===== config.mk =====
export PLATFORM = sky130hd
export DESIGN_NAME = peripheral_soft_reset_control
export DESIGN_NICKNAME = d
export VERILOG_FILES = /design/src/reset_ctrl_pkg.sv /design/src/masked_reset_reg.sv /design/src/peripheral_soft_reset_control.sv
export VERILOG_INCLUDE_DIRS = /design/src
export SDC_FILE = /design/constraint.sdc
export NUM_CORES = 1
export LEC_CHECK = 0
export BUFFER_PORTS_ARGS = -buffer_cell sky130_fd_sc_hd__clkbuf_2
export CELL_PAD_IN_SITES_DETAIL_PLACEMENT = 1
export CELL_PAD_IN_SITES_GLOBAL_PLACEMENT = 1
export CORE_MARGIN = 2
export CORE_UTILIZATION = 31
export DETAILED_ROUTE_END_ITERATION = 10
export HOLD_SLACK_MARGIN = 0.02
export PLACE_DENSITY_LB_ADDON = 0.1
export SYNTH_ARGS = -nofsm -noshare
export SYNTH_HDL_FRONTEND = slang
export SYNTH_SLANG_ARGS = --single-unit

===== constraint.sdc =====
create_clock -name clk -period 3.4 [get_ports clk]
set_clock_uncertainty 0.05 [all_clocks]
set_input_delay 0.68 -clock clk [delete_from_list [all_inputs] [get_ports clk]]
set_output_delay 0.68 -clock clk [all_outputs]
set_load 0.02 [all_outputs]

===== src/reset_ctrl_cfg.svh =====
// offsets, field positions, masks and reset values of the reset control
`ifndef RESET_CTRL_CFG_SVH
`define RESET_CTRL_CFG_SVH

`define CTRL_BLOCK_BASE        32'h400fe000
`define RESET_CTRL_ONE_OFFSET  12'h044
`define RESET_CTRL_TWO_OFFSET  12'h048
`define RESET_CTRL_RESET_VALUE 32'h00000000

// implemented bits of the first register
`define COMPARATOR_ONE_BIT     25
`define COMPARATOR_ZERO_BIT    24
`define GP_COUNTER_TWO_BIT     18
`define GP_COUNTER_ONE_BIT     17
`define GP_COUNTER_ZERO_BIT    16
`define SYNC_SERIAL_ZERO_BIT   4
`define ASYNC_SERIAL_ZERO_BIT  0
`define RESET_CTRL_ONE_IMPL    32'h03070011

// implemented bits of the second register
`define ETHERNET_PHY_BIT       30
`define ETHERNET_MAC_BIT       28
`define IO_PORT_LSB            0
`define IO_PORT_MSB            6
`define RESET_CTRL_TWO_IMPL    32'h5000007f

`define AXI_RESP_OKAY          2'b00
`define AXI_RESP_SLVERR        2'b10

`endif


===== src/reset_ctrl_pkg.sv =====
// types shared by the reset control files
package reset_ctrl_pkg;
    typedef logic [31:0] word_t;
    typedef logic [11:0] offset_t;
    typedef enum logic [1:0] {
        SEL_NONE = 2'b00,
        SEL_ONE  = 2'b01,
        SEL_TWO  = 2'b10
    } reg_sel_t;
endpackage

===== src/masked_reset_reg.sv =====
// one capability-masked software reset control register
`timescale 1ns/1ps
`include "reset_ctrl_cfg.svh"

module masked_reset_reg #(
    parameter reset_ctrl_pkg::word_t IMPL = 32'h00000000
) (
    input  wire logic                  clk,
    input  wire logic                  reset_n,
    input  wire logic                  write_en,
    input  wire logic [3:0]            write_strb,
    input  wire reset_ctrl_pkg::word_t write_data,
    input  wire reset_ctrl_pkg::word_t capability,
    output reset_ctrl_pkg::word_t      value
);
    reset_ctrl_pkg::word_t lane_mask;
    reset_ctrl_pkg::word_t write_mask;

    always_comb begin
        lane_mask = {{8{write_strb[3]}}, {8{write_strb[2]}},
                     {8{write_strb[1]}}, {8{write_strb[0]}}};
        // absent units and reserved bits never take a write
        write_mask = lane_mask & capability & IMPL;
    end

    always_ff @(posedge clk) begin
        if (!reset_n) begin
            value <= `RESET_CTRL_RESET_VALUE;
        end else if (write_en) begin
            value <= (value & ~write_mask)
                   | (write_data & write_mask);
        end
    end
endmodule


===== src/peripheral_soft_reset_control.sv =====
// AXI4-Lite slave holding the two peripheral software reset registers
//
// Added by the designer: register access over AXI4-Lite.
`timescale 1ns/1ps
`include "reset_ctrl_cfg.svh"

module peripheral_soft_reset_control (
    input  wire logic                  clk,
    input  wire logic                  reset_n,
    // capability masks from the system control block
    input  wire reset_ctrl_pkg::word_t capability_mask_two,
    input  wire reset_ctrl_pkg::word_t capability_mask_four,
    // axi4-lite slave
    input  wire logic [31:0]           s_axi_awaddr,
    input  wire logic                  s_axi_awvalid,
    output logic                       s_axi_awready,
    input  wire logic [31:0]           s_axi_wdata,
    input  wire logic [3:0]            s_axi_wstrb,
    input  wire logic                  s_axi_wvalid,
    output logic                       s_axi_wready,
    output logic [1:0]                 s_axi_bresp,
    output logic                       s_axi_bvalid,
    input  wire logic                  s_axi_bready,
    input  wire logic [31:0]           s_axi_araddr,
    input  wire logic                  s_axi_arvalid,
    output logic                       s_axi_arready,
    output logic [31:0]                s_axi_rdata,
    output logic [1:0]                 s_axi_rresp,
    output logic                       s_axi_rvalid,
    input  wire logic                  s_axi_rready,
    // unit resets, high holds the unit in reset
    output logic                       comparator_one_reset_bit,
    output logic                       comparator_zero_reset_bit,
    output logic                       gp_counter_two_reset_bit,
    output logic                       gp_counter_one_reset_bit,
    output logic                       gp_counter_zero_reset_bit,
    output logic                       sync_serial_zero_reset_bit,
    output logic                       async_serial_zero_reset_bit,
    output logic                       ethernet_phy_reset_bit,
    output logic                       ethernet_mac_reset_bit,
    output logic [6:0]                 io_port_reset_bits
);
    // ------------------------------------------------------------
    // write channel capture
    // ------------------------------------------------------------
    logic                  aw_held;
    logic                  w_held;
    reset_ctrl_pkg::offset_t aw_offset;
    reset_ctrl_pkg::word_t w_data;
    logic [3:0]            w_strb;
    logic                  do_write;
    reset_ctrl_pkg::reg_sel_t wr_sel;
    reset_ctrl_pkg::reg_sel_t rd_sel;
    reset_ctrl_pkg::word_t ctrl_one;
    reset_ctrl_pkg::word_t ctrl_two;

    // address and data may come in either order; one write at a time
    assign do_write = aw_held && w_held && !s_axi_bvalid;

    function automatic reset_ctrl_pkg::reg_sel_t decode(
        input logic [11:0] offset
    );
        if (offset == `RESET_CTRL_ONE_OFFSET) begin
            decode = reset_ctrl_pkg::SEL_ONE;
        end else if (offset == `RESET_CTRL_TWO_OFFSET) begin
            decode = reset_ctrl_pkg::SEL_TWO;
        end else begin
            decode = reset_ctrl_pkg::SEL_NONE;
        end
    endfunction

    assign wr_sel = decode(aw_offset);
    // byte lanes of the read address are ignored, as on the write side
    assign rd_sel = decode({s_axi_araddr[11:2], 2'b00});

    always_ff @(posedge clk) begin
        if (!reset_n) begin
            aw_held       <= 1'b0;
            aw_offset     <= 12'h000;
            s_axi_awready <= 1'b0;
        end else if (s_axi_awready && s_axi_awvalid) begin
            aw_held       <= 1'b1;
            aw_offset     <= {s_axi_awaddr[11:2], 2'b00};
            s_axi_awready <= 1'b0;
        end else if (do_write) begin
            aw_held       <= 1'b0;
        end else begin
            s_axi_awready <= !aw_held && !s_axi_bvalid;
        end
    end

    always_ff @(posedge clk) begin
        if (!reset_n) begin
            w_held       <= 1'b0;
            w_data       <= 32'h00000000;
            w_strb       <= 4'h0;
            s_axi_wready <= 1'b0;
        end else if (s_axi_wready && s_axi_wvalid) begin
            w_held       <= 1'b1;
            w_data       <= s_axi_wdata;
            w_strb       <= s_axi_wstrb;
            s_axi_wready <= 1'b0;
        end else if (do_write) begin
            w_held       <= 1'b0;
        end else begin
            s_axi_wready <= !w_held && !s_axi_bvalid;
        end
    end

    // ------------------------------------------------------------
    // write response
    // ------------------------------------------------------------
    always_ff @(posedge clk) begin
        if (!reset_n) begin
            s_axi_bvalid <= 1'b0;
            s_axi_bresp  <= `AXI_RESP_OKAY;
        end else if (do_write) begin
            s_axi_bvalid <= 1'b1;
            s_axi_bresp  <= (wr_sel == reset_ctrl_pkg::SEL_NONE)
                          ? `AXI_RESP_SLVERR : `AXI_RESP_OKAY;
        end else if (s_axi_bready) begin
            s_axi_bvalid <= 1'b0;
        end
    end

    // ------------------------------------------------------------
    // the two registers
    // ------------------------------------------------------------
    masked_reset_reg #(
        .IMPL (`RESET_CTRL_ONE_IMPL)
    ) u_ctrl_one (
        .clk        (clk),
        .reset_n    (reset_n),
        .write_en   (do_write && wr_sel == reset_ctrl_pkg::SEL_ONE),
        .write_strb (w_strb),
        .write_data (w_data),
        .capability (capability_mask_two),
        .value      (ctrl_one)
    );

    masked_reset_reg #(
        .IMPL (`RESET_CTRL_TWO_IMPL)
    ) u_ctrl_two (
        .clk        (clk),
        .reset_n    (reset_n),
        .write_en   (do_write && wr_sel == reset_ctrl_pkg::SEL_TWO),
        .write_strb (w_strb),
        .write_data (w_data),
        .capability (capability_mask_four),
        .value      (ctrl_two)
    );

    // ------------------------------------------------------------
    // read channel
    // ------------------------------------------------------------
    always_ff @(posedge clk) begin
        if (!reset_n) begin
            s_axi_arready <= 1'b0;
        end else begin
            s_axi_arready <= !s_axi_arready && !s_axi_rvalid
                          && s_axi_arvalid;
        end
    end

    always_ff @(posedge clk) begin
        if (!reset_n) begin
            s_axi_rvalid <= 1'b0;
            s_axi_rdata  <= 32'h00000000;
            s_axi_rresp  <= `AXI_RESP_OKAY;
        end else if (s_axi_arready && s_axi_arvalid) begin
            s_axi_rvalid <= 1'b1;
            unique case (rd_sel)
                reset_ctrl_pkg::SEL_ONE: begin
                    s_axi_rdata <= ctrl_one;
                    s_axi_rresp <= `AXI_RESP_OKAY;
                end
                reset_ctrl_pkg::SEL_TWO: begin
                    s_axi_rdata <= ctrl_two;
                    s_axi_rresp <= `AXI_RESP_OKAY;
                end
                default: begin
                    s_axi_rdata <= 32'h00000000;
                    s_axi_rresp <= `AXI_RESP_SLVERR;
                end
            endcase
        end else if (s_axi_rready) begin
            s_axi_rvalid <= 1'b0;
        end
    end

    // ------------------------------------------------------------
    // unit reset outputs, registered so they are glitch free
    // ------------------------------------------------------------
    // costs one cycle of latency between write and unit reset
    always_ff @(posedge clk) begin
        if (!reset_n) begin
            comparator_one_reset_bit    <= 1'b0;
            comparator_zero_reset_bit   <= 1'b0;
            gp_counter_two_reset_bit    <= 1'b0;
            gp_counter_one_reset_bit    <= 1'b0;
            gp_counter_zero_reset_bit   <= 1'b0;
            sync_serial_zero_reset_bit  <= 1'b0;
            async_serial_zero_reset_bit <= 1'b0;
            ethernet_phy_reset_bit      <= 1'b0;
            ethernet_mac_reset_bit      <= 1'b0;
            io_port_reset_bits          <= 7'h00;
        end else begin
            comparator_one_reset_bit    <= ctrl_one[`COMPARATOR_ONE_BIT];
            comparator_zero_reset_bit   <= ctrl_one[`COMPARATOR_ZERO_BIT];
            gp_counter_two_reset_bit    <= ctrl_one[`GP_COUNTER_TWO_BIT];
            gp_counter_one_reset_bit    <= ctrl_one[`GP_COUNTER_ONE_BIT];
            gp_counter_zero_reset_bit   <= ctrl_one[`GP_COUNTER_ZERO_BIT];
            sync_serial_zero_reset_bit  <= ctrl_one[`SYNC_SERIAL_ZERO_BIT];
            async_serial_zero_reset_bit <= ctrl_one[`ASYNC_SERIAL_ZERO_BIT];
            ethernet_phy_reset_bit      <= ctrl_two[`ETHERNET_PHY_BIT];
            ethernet_mac_reset_bit      <= ctrl_two[`ETHERNET_MAC_BIT];
            io_port_reset_bits <= ctrl_two[`IO_PORT_MSB:`IO_PORT_LSB];
        end
    end
endmodule


After elaboration in Yosys (flattened, before gate mapping)
Index checks and enable logic that the tools add are counted.
{ "totals": {"out_inout_bits": 57, "elab_cells": 82, "memories": 0, "in_bits": 171, "register_bits": 169, "mem_bits_ro": 0, "latchBits": 0, "ramBits": 0} }
{ "classes": {"eq_ne": 8, "shifts": 0, "mul": 0, "n_addsub": 0, "n_reduce_logical": 24, "mux": 14, "order_cmp": 0, "n_bitwise": 11, "n_div": 0} }
{ "op_table": {"columns": ["op", "n"], "rows": [
  ["$and A32 B32 Y32", 2],
  ["$or A32 B32 Y32", 2],
  ["$pmux W32 S2", 1],
  ["$eq A10 B5 Y1 const B", 4],
  ["$and A32 B26 Y32", 1],
  ["$and A32 B31 Y32", 1],
  ["$not A26 Y32", 1],
  ["$not A31 Y32", 1],
  ["$and A31 B31 Y31", 1],
  ["$and A26 B26 Y26", 1],
  ["$mux W2", 6],
  ["$logic_and A1 B1 Y1", 11],
  ["$reduce_bool A2 Y1", 4],
  ["$mux W1", 7],
  ["$reduce_or A2 Y1", 3],
  ["$logic_not A1 Y1", 5],
  ["$eq A2 B1 Y1 const B", 2],
  ["$eq A2 B2 Y1 const B", 2],
  ["$logic_not A2 Y1", 1],
  ["$not A1 Y1", 1]
]} }

Longest topological paths before layout
{ "logic_depth": {"word_depth": 6, "depth_mapped": 5, "ltp_nobuf": 3} }

Modules after synthesis
Synthesis repeated with hierarchy kept, for this count alone.
{ "unflattened": {"cells_unflattened": 560, "hier_area_um2": 4922.2} }
{ "by_module_without_submodules": {"columns": ["mod", "instances", "area_per_inst_um2", "cells_per_inst", "seq_area_each_um2"], "rows": [
  ["peripheral_soft_reset_control", 1, 3829.9, 426, 2062.0],
  ["masked_reset_reg (u_ctrl_two)", 1, 591.8, 72, 180.2],
  ["masked_reset_reg (u_ctrl_one)", 1, 500.5, 62, 140.1]
]} }

Least setup slack after synthesis
OpenSTA, ideal clock, no wires.
{ "synth_timing": {"path_type": "input-to-reg", "start": "input port s_axi_araddr[7]", "end": "register s_axi_rresp[1]", "path_stages": 3, "slack_ns": 1.750, "path_buffers": 0, "t_required_ns": 3.228, "t_arrival_ns": 1.478, "setup_ns": 0.122, "cell_sequence": "nor4b_2 -> nand2_1 -> o311a_1"} }
{ "synth_via": {"elab_chain_len": 6, "elab_cells_between_ends": 8, "classes_between": "eq/ne: 4; mux: 3; reduce/logical: 1"} }
{ "synth_lines": {"columns": ["element", "line_no", "source"], "rows": [
  ["from (decl)", "peripheral_soft_reset_control.sv:24", "input wire logic [31:0] s_axi_araddr,"],
  ["$eq A10 B5 Y1 (no line)", null, null],
  ["$mux W2", "peripheral_soft_reset_control.sv:65", "end else if (offset == `RESET_CTRL_TWO_OFFSET) begin"],
  ["$mux W2 (*)", "peripheral_soft_reset_control.sv:63", "if (offset == `RESET_CTRL_ONE_OFFSET) begin"],
  ["$eq A2 B2 Y1 / $eq A2 B1 Y1 (equally long branches)", "peripheral_soft_reset_control.sv:172", "unique case (rd_sel)"],
  ["$reduce_or A2 Y1 (no line) (*)", null, null],
  ["$mux W2 (*)", "peripheral_soft_reset_control.sv:172", null],
  ["to (signal assigned)", "peripheral_soft_reset_control.sv:169", "s_axi_rresp <= `AXI_RESP_OKAY;"],
  ["to (signal assigned)", "peripheral_soft_reset_control.sv:175", "s_axi_rresp <= `AXI_RESP_OKAY;"],
  ["to (signal assigned)", "peripheral_soft_reset_control.sv:179", "s_axi_rresp <= `AXI_RESP_OKAY;"],
  ["to (decl)", "peripheral_soft_reset_control.sv:28", "output logic [1:0] s_axi_rresp,"]
]} }
Mark *: on every way between the ends. The rest lies on a longest branch, timed or not.
A chain may end at the register's enable or synchronous reset.

==> key figures <==
Setup path
  • CP Launch Type: register
  • Largest stage delay, worst path: between 0.8 and 0.9 ns
  • Reg2reg path depth: 3
  • Count of cell instances traversed by the critical path: 3
  • Required arrival time at the worst endpoint: 3.59 ns
  • Max stage delay cell, worst path: nor4_4
  • Crit path capture type: register
  • Kind of cell with the highest combined delay on the critical path: simple AND/OR/NAND/NOR gates
  • Buf/Inv on CP: 0
  • Critical Path AT: 1.99 ns
  • WS Path Type: reg -> reg
  • Biggest fanout along the worst timing path: 17
  • Cells along the critical path: nor4_4 -> nand4_1 -> mux2i_1

CTS
  • CTS clock-pin slew for the worst setup and hold paths: 0.09 ns
  • Clk Tree Root Cell: clkbuf_8
  • Number of buffers on the longest clock path: 2
  • Hold Buf Count CTS: 0
  • Number of clock sinks seen by CTS: around 80
  • TritonCTS clock tree: done
  • H-tree lvl count: 3
  • Count of instances resized after the clock tree is built: 0
  • Post-CTS Repair Setup Buffers: 0
  • Clock insertion delay at the later pin of the skew report: about 0.35 ns
  • TritonCTS buffer count: 9

Global route
  • Pin count of the biggest net entering global routing: between 50 and 60
  • Grt total ovfl: 0
  • First-pass GRT wire length: ~14 mm
  • Overall track demand over capacity in global routing: 0.149
  • Via count of the first global-routing pass: about 2800
  • Initial antenna violation count: 0

Timing
  • Endpoints failing hold: 0
  • Upper clock frequency limit: roughly 560 MHz
  • Clock period minus final worst setup slack: approximately 1.8 ns
  • Tcrit/Tclk final: 0.527
  • Setup Viol. Count Final: 0
  • Minimum hold slack: between 0.4 and 0.5 ns
  • Pin slew with the least headroom to its limit: around 0.9 ns
  • Slew margin rel.: 0.389
  • Setup repair after global routing missed its margin: no
  • Setup tns final: 0 ns
  • Max-slew violation count: 0

Floorplanning
  • CORE AREA: between 0.01 and 0.015 mm²
  • Die outline height: approximately 110 µm
  • Horizontal die dimension: 110 µm
  • Initial core utilization: 0.318
  • Number of rows in the core area: 38
  • # IOs: roughly 230
  • DIE AREA: approximately 0.012 mm²

Yosys
  • Share of Yosys cell area claimed by the top area cell type: 0.475
  • Cell type with the largest total area after synthesis: dfxtp_1
  • Leading post-synthesis cells by cell area: dfxtp_1 47%, nand2_1 11%, a21boi_0 6.7%, and4b_1 5.2%, nand4_1 5.1%
  • Register area share after synthesis: 0.475
  • Netlist area before placement: 0.00346 mm²
  • Register bit count reported by yosys: just over 80
  • Warnings, synthesis: 0
  • Average instance area after synthesis: between 9 and 10 µm²
  • Count of distinct cell types in the synthesized netlist: 33
  • Post-synthesis instance total: approximately 380

Placement
  • I/O Buffers: 96
  • Area post-placement: 0.00394 mm²
  • Placed wire-length estimate after detailed placement: between 6 and 7 mm
  • Inst Count DP: approximately 600
  • GPL Wtd Cong: approximately 0.76

Route
  • Average vias per placed instance: between 4 and 5
  • DRC violation total after the first TritonRoute iteration: 96
  • Routed via count: around 2800
  • Number of iterations in the first detailed-routing pass: 5
  • Average wire per standard cell: about 14 µm
  • DRC violation count after routing: 0
  • Total routed wirelength: around 8.7 mm
  • Post-detailed-route count of antenna-violating nets: 0

Pwr
  • Peak VDD IR: between 0.00015 and 0.0002 V
  • Power density over the cells: between 400 and 500 mW/mm²
  • Cell leakage power: about 0.0020 µW

Final layout
  • Count of non-filler cells in the finished layout: about 610
  • Final Net Count: ~640
  • Register area: between 0.0015 and 0.002 mm²
  • Signed area change from the synthesized netlist to the final layout: 21.1%
  • Layout cells sized above 1: 0.254
  • Filler cells: between 1000 and 1500
  • Post-layout instance area: approximately 0.0042 mm²
  • Total area of multi-input combinational cells: around 0.0015 mm²
  • Diode count: 0

Status
  • Run status: finished, final reports clean

Min path
  • Min-Delay Path Class: reg -> reg
  • Number of cells on the worst hold path: 2

Flow run
  • Number of max-cap violations: 0
[cell usage after synthesis (all sizes together)]
cell,instances
a211oi,2
a21boi,41
a21oi,1
a22oi,2
and2,3
and3,1
and3b,1
and4b,18
buf,32
clkbuf,12
conb,1
dfxtp,82
inv,17
mux2i,16
nand2,103
nand2b,3
nand3,3
nand4,28
nor2,1
nor2b,3
nor3,1
nor4,2
nor4b,2
o21a,1
o21ai,3
o311a,1
o31ai,2
xor2,1
[power by group]
group          internal [µW]  switching (µW)  total [µW]
Combinational           60.1             103         163
Clock                    494             372         866
Sequential               982            21.5        1000
Total                   1540             497        2030
[logic make-up after synthesis]
| group | share of synthesized area |
|---|---|
| buf+inv | 0.0995 |
| xor+xnor | 0.00253 |
| flops | 0.475 |
| other cells | 0.00108 |
| compound gates | 0.113 |
| mux | 0.0463 |
| simple gates | 0.263 |
[through the flow]
step                power, µW  utilization  setup slack [ns]
floorplan                1150            -              1.75
global placement         1190        0.362              1.41
detailed placement       1190        0.362              1.40
CTS                      2060        0.385              1.59
global route             2130        0.385              1.48
finish                   2030        0.385              1.61
[cell type report]
class	count	area share
clock inverters	7	0.0296
inverters	17	0.0152
multi-input cells	259	0.369
clock buffers	9	0.0296
repair buffers	99	0.123
flip-flops and latches	82	0.392
well taps	140	0.0418
[layer usage]
metal / vias up / track usage / wire (µm)
li1: 1432 / - / -
met1: 1292 / 0.209 / 4320
met2: 88 / 0.226 / 3690
met3: 9 / 0.0379 / 540
met4: 0 / 0.0425 / 97
met5: - / 0 / 0
[final timing paths]
kind / to / slack, ns / from
max: register / 1.61 / aw_offset[8]
min: s_axi_rdata[17] / 0.40 / s_axi_rdata[17]
min reg2reg: s_axi_rdata[17] / 0.40 / s_axi_rdata[17]
max reg2reg: register / 1.61 / aw_offset[8]
[placed cells by master, fill, tap and decap left out, types with 2 or more instances in the layout]
cell type | synthesis | final
a21boi_0 | 31 | 31
a211oi_1 | 2 | 2
clkbuf_8 | 0 | 9
and2_1 | 3 | 3
o21ai_0 | 3 | 3
and4b_1 | 18 | 18
dfxtp_1 | 82 | 82
clkbuf_2 | 0 | 96
nand2_1 | 103 | 103
bufinv_16 | 0 | 3
inv_1 | 17 | 17
a21boi_1 | 10 | 10
inv_6 | 0 | 2
nand3_1 | 3 | 3
nor2b_1 | 3 | 3
conb_1 | 1 | 20
nand4_1 | 28 | 28
buf_4 | 20 | 2
nand2b_1 | 3 | 3
o31ai_1 | 2 | 2
a22oi_1 | 2 | 2
mux2i_1 | 16 | 16
[tightest hold or removal path: stages, from the launching register on]
cell and delay [ns]:
dfxtp_1 0.32, nand2_1 0.05, a21boi_1 0.05
No activity file was read; power rests on OpenSTA's default activity.
